**src/hw/sarcc_pkg.sv**
```systemverilog
package sarcc_pkg;
   localparam int unsigned RES_BITS = 16;
   localparam int unsigned CFG_BITS = 14;
   localparam int unsigned CLK_HZ = 10_000_000;
   // shortest conversion period at the top sample rate
   localparam int unsigned MAX_RATE_SPS = 500_000;
   localparam int unsigned CONV_PERIOD_CYC = CLK_HZ / MAX_RATE_SPS;
   // input configuration field of the configuration word
   localparam int unsigned INCC_MSB = 12;
   localparam int unsigned INCC_LSB = 10;
   localparam logic [2:0] INCC_BIP_COM = 3'h2;
   localparam logic [15:0] UNI_MAX = 16'hFFFF;
   localparam logic [15:0] UNI_MIN = 16'h0000;
   localparam logic [15:0] BIP_MAX = 16'h7FFF;
   localparam logic [15:0] BIP_MIN = 16'h8000;
   localparam logic [15:0] SIGN_FLIP = 16'h8000;
   localparam logic [15:0] MSB_WEIGHT = 16'h8000;
   localparam logic [13:0] CFG_RESET = 14'h3FFF;

   typedef enum logic [1:0] {
      SARCC_ACQ,
      SARCC_HOLD,
      SARCC_CONV,
      SARCC_DONE
   } sarcc_state_t;

   // result handed to the serial side
   typedef struct packed {
      logic [15:0] code;
      logic [13:0] cfg;
      logic bipolar;
   } sarcc_result_t;

   // comparator and range flags from the analog side
   typedef struct packed {
      logic compare_high;
      logic over_range;
      logic under_range;
   } sarcc_analog_t;
endpackage : sarcc_pkg

```
**src/hw/sarcc_conv_ctrl.sv**
```systemverilog
`timescale 1ns/1ps
`default_nettype none
// Overview of operation
// - rising conversion_start ends acquisition; sample switches open, holding the input.
// - sixteen binary-weighted steps decide the code, most significant bit first.
// - after the search, return to acquisition, latch the code, report not busy.
// - conversion is timed by the core clock, never by the serial clock.
// - unipolar configurations produce straight binary codes.
// - bipolar configurations produce twos complement codes.
// - unipolar 0000..FFFF with midscale 8000; bipolar 8000..7FFF with zero 0000.
// - input above the span saturates to the largest code of the format.
// - a 14-bit configuration word from the host sets the input mode.
// - result may be read after or during the next conversion, config optionally appended.
// - the published result belongs to the conversion just finished, no latency.
// - rates up to 500 kSPS; converter powered down between conversions.
// - config bits 12..10 pick unipolar or bipolar input modes.
// - the sampling instant is a fixed short delay after the start edge.
module sarcc_conv_ctrl
   import sarcc_pkg::*;
#(
   parameter int unsigned HOLD_CYC = 1,
   parameter int unsigned WIDTH = RES_BITS
)
(
   // clock and reset
   input wire logic core_clk,
   input wire logic rst_n,
   // conversion start pin, asynchronous
   input wire logic conversion_start,
   // configuration word from the serial side
   input wire logic [13:0] cfg_word,
   input wire logic cfg_load,
   // analog front end
   input wire sarcc_analog_t analog,
   output logic positive_sample_switch,
   output logic negative_sample_switch,
   output logic [15:0] dac_trial,
   output logic converter_power_up,
   // result to the serial side
   output sarcc_result_t result,
   output logic result_valid,
   output logic busy
);
   // refuse widths and hold lengths that the counters cannot serve
   if (WIDTH != RES_BITS || HOLD_CYC < 1 || HOLD_CYC > 15)
   begin : g_param_check
      $error("sarcc_conv_ctrl: unsupported parameters");
   end

   logic start_s1_q, start_s2_q, start_s3_q;
   sarcc_state_t state_q, state_d;
   logic [3:0] hold_cnt_q, hold_cnt_d;
   logic [3:0] bit_idx_q, bit_idx_d;
   logic [15:0] sar_q, sar_d;
   logic [13:0] cfg_q, cfg_d;
   logic cfg_active_bip_q, cfg_active_bip_d;
   logic over_q, over_d, under_q, under_d;
   sarcc_result_t result_q, result_d;
   logic valid_q, valid_d;
   // registered drives of the ladder and the sample switches
   logic [15:0] dac_trial_q;
   logic acquiring_q;
   wire [15:0] bit_weight;
   wire [15:0] next_weight;

   // synchroniser, edge found on second and third stage
   // first stage may go metastable; only the second stage reads it
   always_ff @(posedge core_clk or negedge rst_n)
   begin
      if (!rst_n)
         start_s1_q <= 1'b0;
      else
         start_s1_q <= conversion_start;
   end

   always_ff @(posedge core_clk or negedge rst_n)
   begin
      if (!rst_n)
         start_s2_q <= 1'b0;
      else
         start_s2_q <= start_s1_q;
   end

   // delayed copy for the rising-edge detect; resets to the idle pin level
   always_ff @(posedge core_clk or negedge rst_n)
   begin
      if (!rst_n)
         start_s3_q <= 1'b0;
      else
         start_s3_q <= start_s2_q;
   end

   wire start_rise = start_s2_q & ~start_s3_q;
   wire [2:0] incc = cfg_q[INCC_MSB:INCC_LSB];
   // 010, 000, 001 bipolar; 1xx unipolar; 011 treated as bipolar pair-like
   wire cfg_bipolar = ~incc[2];
   // one-hot step weights, most significant bit on the first step
   for (genvar b = 0; b < RES_BITS; b++)
   begin : g_weight
      assign bit_weight[b] = (bit_idx_q == 4'(RES_BITS - 1 - b));
      assign next_weight[b] = (bit_idx_d == 4'(RES_BITS - 1 - b));
   end
   wire [15:0] trial = sar_q | bit_weight;
   wire last_bit = (bit_idx_q == 4'(RES_BITS - 1));
   // straight binary magnitude, flipped to twos complement for bipolar
   wire [15:0] raw_code = cfg_active_bip_q ? (sar_q ^ SIGN_FLIP) : sar_q;
   wire [15:0] max_code = cfg_active_bip_q ? BIP_MAX : UNI_MAX;
   wire [15:0] min_code = cfg_active_bip_q ? BIP_MIN : UNI_MIN;
   // over range wins when both range flags are set
   wire saturate = over_q | under_q;
   wire [15:0] sat_code = over_q ? max_code : min_code;
   wire [15:0] final_code = saturate ? sat_code : raw_code;
   // a new word may be loaded in any state; the coding mode is latched at the start edge
   assign cfg_d = cfg_load ? cfg_word : cfg_q;

   // sequencing: acquire, hold, search, publish
   always_comb
   begin
      state_d = state_q;
      hold_cnt_d = hold_cnt_q;
      bit_idx_d = bit_idx_q;
      sar_d = sar_q;
      cfg_active_bip_d = cfg_active_bip_q;
      over_d = over_q;
      under_d = under_q;
      result_d = result_q;
      valid_d = valid_q;
      case (state_q)
         SARCC_ACQ:
         begin
            if (start_rise)
            begin
               state_d = SARCC_HOLD;
               hold_cnt_d = 4'(HOLD_CYC - 1);
               cfg_active_bip_d = cfg_bipolar;
               over_d = 1'b0;
               under_d = 1'b0;
            end
         end
         SARCC_HOLD:
         begin
            if (hold_cnt_q == 4'h0)
            begin
               state_d = SARCC_CONV;
               bit_idx_d = 4'h0;
               sar_d = 16'h0000;
               // range flags sampled at the hold instant
               over_d = analog.over_range;
               under_d = analog.under_range;
            end
            else
               hold_cnt_d = hold_cnt_q - 4'h1;
         end
         SARCC_CONV:
         begin
            // keep the trial bit when the held input still exceeds it
            if (analog.compare_high)
               sar_d = trial;
            if (last_bit)
               state_d = SARCC_DONE;
            else
               bit_idx_d = bit_idx_q + 4'h1;
         end
         SARCC_DONE:
         begin
            // result of this conversion published now, no pipeline
            result_d.code = final_code;
            result_d.cfg = cfg_q;
            result_d.bipolar = cfg_active_bip_q;
            valid_d = 1'b1;
            state_d = SARCC_ACQ;
         end
         default:
            state_d = SARCC_ACQ;
      endcase
   end

   // trial code and acquire flag come from the next state, so the
   // switch and ladder drives never glitch between steps
   wire [15:0] dac_trial_d = (state_d == SARCC_CONV) ? (sar_d | next_weight) : 16'h0000;
   wire acquiring_d = (state_d == SARCC_ACQ);

   // sequencer state
   always_ff @(posedge core_clk or negedge rst_n)
   begin
      if (!rst_n)
         state_q <= SARCC_ACQ;
      else
         state_q <= state_d;
   end

   // countdown from the start edge to the first search step
   always_ff @(posedge core_clk or negedge rst_n)
   begin
      if (!rst_n)
         hold_cnt_q <= 4'h0;
      else
         hold_cnt_q <= hold_cnt_d;
   end

   // search step, 0 tests the most significant bit
   always_ff @(posedge core_clk or negedge rst_n)
   begin
      if (!rst_n)
         bit_idx_q <= 4'h0;
      else
         bit_idx_q <= bit_idx_d;
   end

   // approximation register, kept bits only
   always_ff @(posedge core_clk or negedge rst_n)
   begin
      if (!rst_n)
         sar_q <= 16'h0000;
      else
         sar_q <= sar_d;
   end

   // configuration word, reloadable at any time
   always_ff @(posedge core_clk or negedge rst_n)
   begin
      if (!rst_n)
         cfg_q <= CFG_RESET;
      else
         cfg_q <= cfg_d;
   end

   // coding mode frozen for the conversion in flight
   always_ff @(posedge core_clk or negedge rst_n)
   begin
      if (!rst_n)
         cfg_active_bip_q <= 1'b0;
      else
         cfg_active_bip_q <= cfg_active_bip_d;
   end

   // above-range flag, captured once at the hold instant
   always_ff @(posedge core_clk or negedge rst_n)
   begin
      if (!rst_n)
         over_q <= 1'b0;
      else
         over_q <= over_d;
   end

   // below-range flag, same capture point
   always_ff @(posedge core_clk or negedge rst_n)
   begin
      if (!rst_n)
         under_q <= 1'b0;
      else
         under_q <= under_d;
   end

   // published result stands until the next conversion ends
   always_ff @(posedge core_clk or negedge rst_n)
   begin
      if (!rst_n)
         result_q <= '0;
      else
         result_q <= result_d;
   end

   // stays set once the first result is out
   always_ff @(posedge core_clk or negedge rst_n)
   begin
      if (!rst_n)
         valid_q <= 1'b0;
      else
         valid_q <= valid_d;
   end

   // trial code for the ladder, zero outside the search
   always_ff @(posedge core_clk or negedge rst_n)
   begin
      if (!rst_n)
         dac_trial_q <= 16'h0000;
      else
         dac_trial_q <= dac_trial_d;
   end

   // acquire flag, high in reset so the switches start closed
   always_ff @(posedge core_clk or negedge rst_n)
   begin
      if (!rst_n)
         acquiring_q <= 1'b1;
      else
         acquiring_q <= acquiring_d;
   end

   // switches closed (high) only while acquiring
   assign positive_sample_switch = acquiring_q;
   assign negative_sample_switch = acquiring_q;
   assign dac_trial = dac_trial_q;
   // powered for hold, search and publish
   // busy and power follow the registered acquire flag
   assign converter_power_up = ~acquiring_q;
   assign busy = ~acquiring_q;
   assign result = result_q;
   assign result_valid = valid_q;
endmodule : sarcc_conv_ctrl
`default_nettype wire

```
**config.mk**
```make
export PLATFORM = sky130hd
export DESIGN_NAME = sarcc_conv_ctrl
export DESIGN_NICKNAME = d
export VERILOG_FILES = /design/src/hw/sarcc_pkg.sv /design/src/hw/sarcc_conv_ctrl.sv
export SDC_FILE = /design/constraint.sdc
export NUM_CORES = 1
export LEC_CHECK = 0
export BUFFER_PORTS_ARGS = -buffer_cell sky130_fd_sc_hd__buf_2
export CAP_MARGIN = 0
export CELL_PAD_IN_SITES_DETAIL_PLACEMENT = 0
export CELL_PAD_IN_SITES_GLOBAL_PLACEMENT = 1
export CORE_UTILIZATION = 40
export DETAILED_ROUTE_END_ITERATION = 8
export PLACE_DENSITY = 0.73
export SETUP_SLACK_MARGIN = 0.3
export SLEW_MARGIN = 10
export SYNTH_ARGS = -nofsm -noshare
export SYNTH_HDL_FRONTEND = slang
export SYNTH_SLANG_ARGS = --single-unit
```
**constraint.sdc**
```tcl
create_clock -name core_clk -period 6.6 [get_ports core_clk]
set_clock_uncertainty 0.2 [all_clocks]
set_input_delay 0 -clock core_clk [delete_from_list [all_inputs] [get_ports core_clk]]
set_output_delay 0 -clock core_clk [all_outputs]
set_load 0.005 [all_outputs]
```
==> metrics, run 1 <==
status finished clean; clk_lat worst skew 0.36 ns; total track usage 17.6%; Layout area overhead 23.7%; Die Width 105 um; post-cts hold buffer count 34; Setup TNS 0 ns; most frequent cell after synthesis dfrtp_1; CTS root buf clkbuf_8; Core Area 0.0103 mm^2; DR vias 3095; reg2reg path depth 8; Detailed Route WL 9.20 mm; unrepaired setup endpoints after global routing no; port buffer count 72; min-delay worst type input pin to async pin; setup violators final 0; worst reg2reg setup slack around 3.8 ns; Slew HR 43.2%; row count 37; worst hold margin 0.0278 ns; Post-CTS Resized 0; final hold viol count 0; gpl congestion between 0.8 and 0.9; Yosys reg bits 95; Pwr Density around 410 mW/mm^2; Antenna Nets Post-Route 0; first-iteration detailed-routing DRC count 168; Worst setup EP type flop; DP Cell Count 557; overall die area 0.0109 mm^2; max capacitance violation total 0; warning count from the yosys run 0; fill count 945; number of global-route vias before repair 2981; post-route insts no fill 607; diode count 0; Via density 5.10; worst slew pin tran 0.851 ns; critical path class flop to flop; first-pass GRT wire length 15.3 mm; Initial Util 40.9%; WL/cell 15.2 um; EDFF count, synth 0; Tcrit/Tclk final 42.3%; Lkg Pwr approximately 2.4 nW; Post-Syn Instances between 300 and 400; Inserted Clock Buffers 9; largest net degree at the start of global routing 69; Distinct cells, synth 51; DP HPWL 6.11 mm; post-placement cell area approximately 0.0046 mm^2; R2R Path Start hold_cnt_q[0]; Post-CTS Setup Inserts 0; final instance area between 0.005 and 0.006 mm^2; Layout Nets 497; CTS tree built; fmax roughly 0.36 GHz; post-layout util 50.6%; pre-CTS WS approximately 3.9 ns; VDD IR-drop max between 0.15 and 0.2 mV; CTS max path bufs 2; CP required 6.66 ns; layout cell share with drive strength beyond 1 31.6%; Pre-antenna DRT Iters 4; CTS clk-pin slew, worst paths about 0.1 ns; average size of a mapped cell 11.3 um^2; # H-tree levels 3; Post-synth ARST share 100%; CP Data Arrival Time roughly 2.9 ns; TritonCTS Sinks 95; Design Power 2.15 mW; most instantiated cells after synthesis dfrtp_1 (80), nor2_1 (51), a21oi_1 (40), a31oi_1 (36), mux2_2 (30); largest area contributor in the netlist dfrtp_1; total gr overflow 0; # IOs 73; top_reg_cell synth dfrtp_1; register area share after synthesis 57.0%; Synth top area share between 40 and 50%; crit start category flop; Tmin final about 2.8 ns; DRC viols 0; Critical R2R Capture dac_trial[0]; initial antenna violation count 0; synthesized cell area 0.00421 mm^2; Slew Viols, Final 0; Syn Nets around 400; crit-path max FO 12; Die Y 105 um; post-route setup slack ~3.8 ns; Area contributors post-synth dfrtp_1 (48%), dfstp_2 (9.4%), mux2_2 (8.0%)
## worst max-delay path, cell delays in order (launching register included)
cell and delay (ns):
dfrtp_1 0.40, inv_1 0.12, ha_1 0.23, nor3b_2 0.58, o21ai_0 0.20, a22oi_2 0.49, inv_2 0.18, a31oi_1 0.23
nor2_1 0.06
## power breakdown
group,internal (mW),switching (mW),total [mW]
Combinational,0.363,0.506,0.870
Sequential,0.740,0.101,0.841
Clock,0.221,0.219,0.440
Total,1.32,0.825,2.15
## cell usage in the layout, fill, tap and decap left out, drive strengths merged, types with 3 or more instances in the layout
cell / instances
mux2: 30
nor2: 51
clkinv: 3
dfrtp: 80
a21oi: 41
dlygate4sd3: 34
nand3: 7
clkbuf: 9
inv: 15
buf: 74
o21ai: 8
nand2: 11
and3: 4
dfstp: 15
and4b: 3
a21o: 3
nand2b: 3
a31oi: 36
ha: 10
## cell type report
class | count | area (um^2) | share of cell area (%)
repair buffers | 108 | 718 | 13.8
inverters | 13 | 48.8 | 0.938
clock buffers | 9 | 124 | 2.38
flip-flops and latches | 95 | 2400 | 46.1
multi-input cells | 239 | 1630 | 31.4
clock inverters | 7 | 111 | 2.14
well taps | 136 | 170 | 3.27
## flip-flops by register name, indices dropped and copies added, names as in the netlist
name / flops
result: 31
dac_trial: 16
sar_q: 16
cfg_q: 14
bit_idx_q: 4
hold_cnt_q: 4
state_q: 2
cfg_active_bip_q: 1
negative_sample_switch: 1
over_q: 1
result_valid: 1
start_s1_q: 1
start_s2_q: 1
start_s3_q: 1
under_q: 1
## worst max-delay path by stage
stage                     slack, ns       endpoint     startpoint  cells after the start
after floorplan                4.36  dac_trial[10]   bit_idx_q[1]                      8
after global placement         3.90   dac_trial[8]  hold_cnt_q[0]                      8
after detailed placement       3.85   dac_trial[0]  hold_cnt_q[0]                      8
after CTS                      3.82   dac_trial[6]     state_q[0]                      7
after global routing           3.55   dac_trial[2]  hold_cnt_q[0]                      8
final                          3.81   dac_trial[0]  hold_cnt_q[0]                      8
## routing by layer
layer | up-vias | global-route usage (%) | part of all wire (%) | routed length, um
li1 | 1527 | - | - | -
met2 | 81 | 26.4 | 44 | 4040
met5 | - | 0 | 0 | 0
met1 | 1474 | 25.9 | 50 | 4640
met4 | 0 | 6.12 | 1.5 | 136
met3 | 13 | 2.87 | 4.1 | 379
## cell families (layout without fill, tap and decap cells)
family          Yosys count  count (layout)  synth area share [%]
compound gates          103             103                  15.7
xor+xnor                  1               1                 0.208
fa+ha+maj                10              10                  2.98
buf+inv                  39             137                  4.22
flops                    95              95                  57.0
mux                      32              32                  8.51
simple gates             93              93                  11.4
No activity file was read; power rests on OpenSTA's default activity.
==> run 2: changes to the inputs <==
Clock period 6.6 ns to 2.9 ns, I/O delays scaled along.
==> run 2 against run 1 <==
Design area barely moved. Cell count rose by 0.49%. Non-clock buffer count rose by 3. Sequential power rose by 130%. Utilization is essentially flat. Critical path depth decreased by 1. Largest cell class unchanged. Clock power rose by 85%. Fmax up 15%. Via count increased by 1.2%. Setup slack worse by 3.3 ns. Largest power group unchanged.
==> metrics, run 2 (synthesis results as in run 1) <==
Setup TNS 0 ns; crit-path max FO 15; Design Power 4.82 mW; total gr overflow 0; clk_lat worst skew between 0.3 and 0.4 ns; critical path class flop to flop; CP required between 2 and 3 ns; initial antenna violation count 0; Layout Nets 500; Pwr Density 928 mW/mm^2; first-pass GRT wire length 15.4 mm; post-placement cell area roughly 0.0046 mm^2; Layout area overhead 23.6%; gpl congestion 0.892; row count 37; Lkg Pwr about 2.4 nW; unrepaired setup endpoints after global routing no; CTS clk-pin slew, worst paths approximately 0.1 ns; overall die area 0.0109 mm^2; Antenna Nets Post-Route 0; Via density 5.14; post-layout util around half; port buffer count 72; # IOs 73; Worst setup EP type flop; Largest register FFs 31; CTS max path bufs 2; Slew HR 42.7%; Initial Util around two fifths; TritonCTS Sinks 95; DP HPWL about 6.3 mm; Detailed Route WL 9.39 mm; first-iteration detailed-routing DRC count 174; DRC viols 0; WL/cell 15.4 um; highest-count cells in the layout ignoring fill and taps dfrtp_1 (80), buf_2 (71), nor2_1 (51); crit start category flop; worst slew pin tran between 0.8 and 0.9 ns; largest net degree at the start of global routing between 50 and 60; Tcrit/Tclk final 83.7%; Inserted Clock Buffers 9; Tmin final 2.43 ns; CP Data Arrival Time 2.51 ns; number of global-route vias before repair 2992; DR vias ~3100; CTS tree built; final instance area 0.00520 mm^2; max capacitance violation total 0; status finished clean; layout cell share with drive strength beyond 1 33.3%; pre-CTS WS around 0.28 ns; CTS root buf clkbuf_8; VDD IR-drop max ~0.4 mV; post-route setup slack 0.473 ns; Slew Viols, Final 0; Die Y 105 um; final hold viol count 0; Pre-antenna DRT Iters 5; min-delay worst type input pin to async pin; Die Width ~100 um; Core Area between 0.01 and 0.015 mm^2; diode count 0; fmax 0.412 GHz; setup violators final 0; # H-tree levels 3; total track usage 17.6%; commonest non-fill, non-tap cell in the layout dfrtp_1
==> run 2: cell types whose count changed in the layout (fill, tap and decap cells not counted), moves of 2 or more <==
| cell | before | now |
|---|---|---|
| ha_1 | 10 | 6 |
| buf_4 | 3 | 7 |
| bufinv_16 | 2 | 0 |
| ha_2 | 0 | 4 |
==> run 2: critical path, cell delays in order (launching register included) <==
cell,delay (ns)
dfrtp_1,0.43
inv_1,0.10
ha_2,0.50
nand2b_1,0.19
a21o_1,0.25
a2111oi_4,0.46
a31oi_1,0.13
nor2_1,0.10
==> run 2: repair_timing <==
item                       in CTS  in global routing
hold buffers                   33                  0
pin swaps                       0                  1
hold endpoints to repair       85                  0
gates resized for setup         2                  5
buffers inserted                0                  1
setup endpoints to repair       4                 12
==> run 2: worst paths after layout <==
kind                                               end  depth (start not counted)  slack [ns]             start
worst min-delay path                        result[11]                          2       0.008             rst_n
worst min register to register              start_s2_q                          0        0.16        start_s1_q
max in group asynchronous       negative_sample_switch                          3        1.69             rst_n
worst max-delay path                      dac_trial[2]                          7        0.47        state_q[1]
min in group core_clk                       start_s1_q                          2        0.08  conversion_start
worst max register to register            dac_trial[2]                          7        0.47        state_q[1]
==> run 2: final cells by class <==
type	count	area (um^2)
multi-input combinational	239	1660
clock inverter	6	53.8
clock buffer	10	128
timing repair buffer	111	738
sequential	95	2400
fill	965	5080
inverter	13	48.8
tap	136	170
==> run 2: routing by layer <==
metal  track usage (%)  routed length [um]  up-vias
li1                  -                   -     1523
met1              26.2                4660     1503
met2              26.9                4240       97
met3              2.74                 391       10
met4              4.59                 104        0
met5                 0                   0        -
==> run 2: report_power, final <==
| group | switching (mW) | leakage (nW) | internal [mW] | total (mW) |
|---|---|---|---|---|
| logic | 1.20 | 1.10 | 0.889 | 2.09 |
| clock network | 0.488 | 0.0894 | 0.328 | 0.816 |
| registers | 0.230 | 1.18 | 1.68 | 1.91 |
==> run 2: metrics by stage <==
| stage | instances | hold WS, ns |
|---|---|---|
| 3_5_place_dp | 560 | -0.120 |
| 5_1_grt | 610 | 0.0724 |
| 6_report | 610 | 0.00814 |
| 2_1_floorplan | 373 | -0.496 |
| 4_1_cts | 609 | 0.0278 |
| 3_3_place_gp | 560 | -0.123 |
==> run 3: changes to the inputs <==
Settings changed: PLACE_DENSITY 0.73 to 0.76.
Clock period 2.9 ns to 2.1 ns, I/O delays scaled along.
==> run 3 against run 2 <==
The run now ends with negative setup slack left. Die area did not move. Cell count rose by 7.5%. Flip-flop and latch count did not move. Design area rose by 15%. Utilization rose by 7.5 points. Sequential power rose by 36%. Clock power rose by 54%. Sequential share of layout area fell by 5.9 points. Highest routed layer unchanged.
==> metrics, run 3 (synthesis results as in run 1) <==
initial antenna violation count 0; CTS root buf clkbuf_8; Die Y 105 um; VDD IR-drop max between 0.7 and 0.8 mV; Core Area between 0.01 and 0.015 mm^2; # H-tree levels 3; Tmin final 2.20 ns; crit start category flop; min-delay worst type input pin to async pin; Slew HR between 60 and 70%; number of global-route vias before repair roughly 3400; unrepaired setup endpoints after global routing yes; Pre-antenna DRT Iters 4; first-pass GRT wire length approximately 17 mm; Pwr Density 1360 mW/mm^2; final hold viol count 0; max capacitance violation total 0; Largest register FFs 31; TritonCTS Sinks 95; worst hold margin 0.00668 ns; Initial Util 40.9%; Detailed Route WL 10.7 mm; row count 37; total track usage 20.1%; setup violators final 16; Antenna Nets Post-Route 0; CP required 2.21 ns; fmax 0.454 GHz; fill count 885; clk_lat worst skew 0.37 ns; Inserted Clock Buffers 9; post-layout util 58.0%; Die Width 105 um; violated checks negative setup slack; DRC viols 0; pre-CTS WS -0.0949 ns; port buffer count 72; # IOs 73; WL/cell 16.3 um; gpl congestion 0.828; critical path class flop to flop; Slew Viols, Final 0; Tcrit/Tclk final 105%; post-route setup slack -0.104 ns; register area 0.00240 mm^2; Via density 5.24; layout cell share with drive strength beyond 1 49.0%; Setup TNS -0.946 ns; DR vias 3436; total gr overflow 0; DP HPWL ~6.5 mm; largest net degree at the start of global routing 96; Lkg Pwr about 2.7 nW; Layout area overhead 41.8%; CTS tree built; crit-path max FO 4; status complete, but fails checks; CTS max path bufs 2; Worst setup EP type flop; highest-count cells in the layout ignoring fill and taps dfrtp_1 (79), buf_2 (71), nor2_1 (36), a21oi_1 (36), buf_4 (35); area of the multi-input gates 0.00198 mm^2; diode count 0; CTS clk-pin slew, worst paths roughly 0.090 ns; Layout Nets 546; CP Data Arrival Time 2.31 ns; worst slew pin tran 0.511 ns; first-iteration detailed-routing DRC count 164; overall die area 0.0109 mm^2; reg2reg path depth 7; commonest non-fill, non-tap cell in the layout dfrtp_1
run 3: cell count changes in the layout (fill, tap and decap cells not counted), moves of 6 or more:
cell	delta
inv_1	-6
buf_6	+12
a31oi_1	-7
buf_4	+28
nor2_2	+15
nor2_1	-15
run 3: what timing repair did:
action	in CTS	in global routing
pin swaps	28	29
gates resized for setup	49	30
hold endpoints to repair	128	0
hold buffers	33	0
endpoints found under the setup margin	37	44
gates cloned	3	1
setup buffers	14	8
run 3: where the power goes:
group | leakage [nW] | total, mW | internal [mW] | switching (mW)
combinational | 1.38 | 4.25 | 2.00 | 2.25
clock | 0.102 | 1.26 | 0.596 | 0.666
sequential | 1.18 | 2.60 | 2.33 | 0.272
total | 2.67 | 8.12 | 4.92 | 3.19
run 3: final timing paths:
path,to,start,slack (ns)
max in group asynchronous,bit_idx_q[0],rst_n,1.28
min reg2reg,start_s2_q,start_s1_q,0.16
max reg2reg,dac_trial[5],hold_cnt_q[1],-0.10
min in group core_clk,start_s1_q,conversion_start,0.08
min,result[9],rst_n,0.007
max,dac_trial[5],hold_cnt_q[1],-0.10
run 3: cell type report:
cell class / instances / area share (%)
Timing Repair inverter: 1 / 0.105
Tap cell: 136 / 2.85
Clock buffer: 11 / 2.37
Multi-Input combinational cell: 241 / 33.3
Inverter: 13 / 0.902
Timing Repair Buffer: 154 / 19.2
Clock inverter: 5 / 1.11
Sequential cell: 95 / 40.2
run 3: metal layers:
metal	vias up	track usage, %	share of wire, %
met3	15	3.62	5.1
met5	-	0	0
met1	1694	28.2	48
met4	0	8.88	2.3
li1	1621	-	-
met2	106	30.3	45
run 3: critical path, cell delays in order, from the launching register on:
cell and delay (ns):
dfrtp_1 0.41, inv_2 0.08, ha_4 0.12, or3b_4 0.39, a2111oi_4 0.49, a32o_2 0.24
a31oi_1 0.10, nor2_1 0.10
run 3: through the flow:
stage / area (um^2) / power (mW) / cells
4_1_cts: 5780 / 7.89 / 647
5_1_grt: 5960 / 8.60 / 656
2_1_floorplan: 4300 / 4.80 / 373
3_3_place_gp: 4900 / 5.83 / 581
6_report: 5960 / 8.12 / 656
3_5_place_dp: 4900 / 5.89 / 581
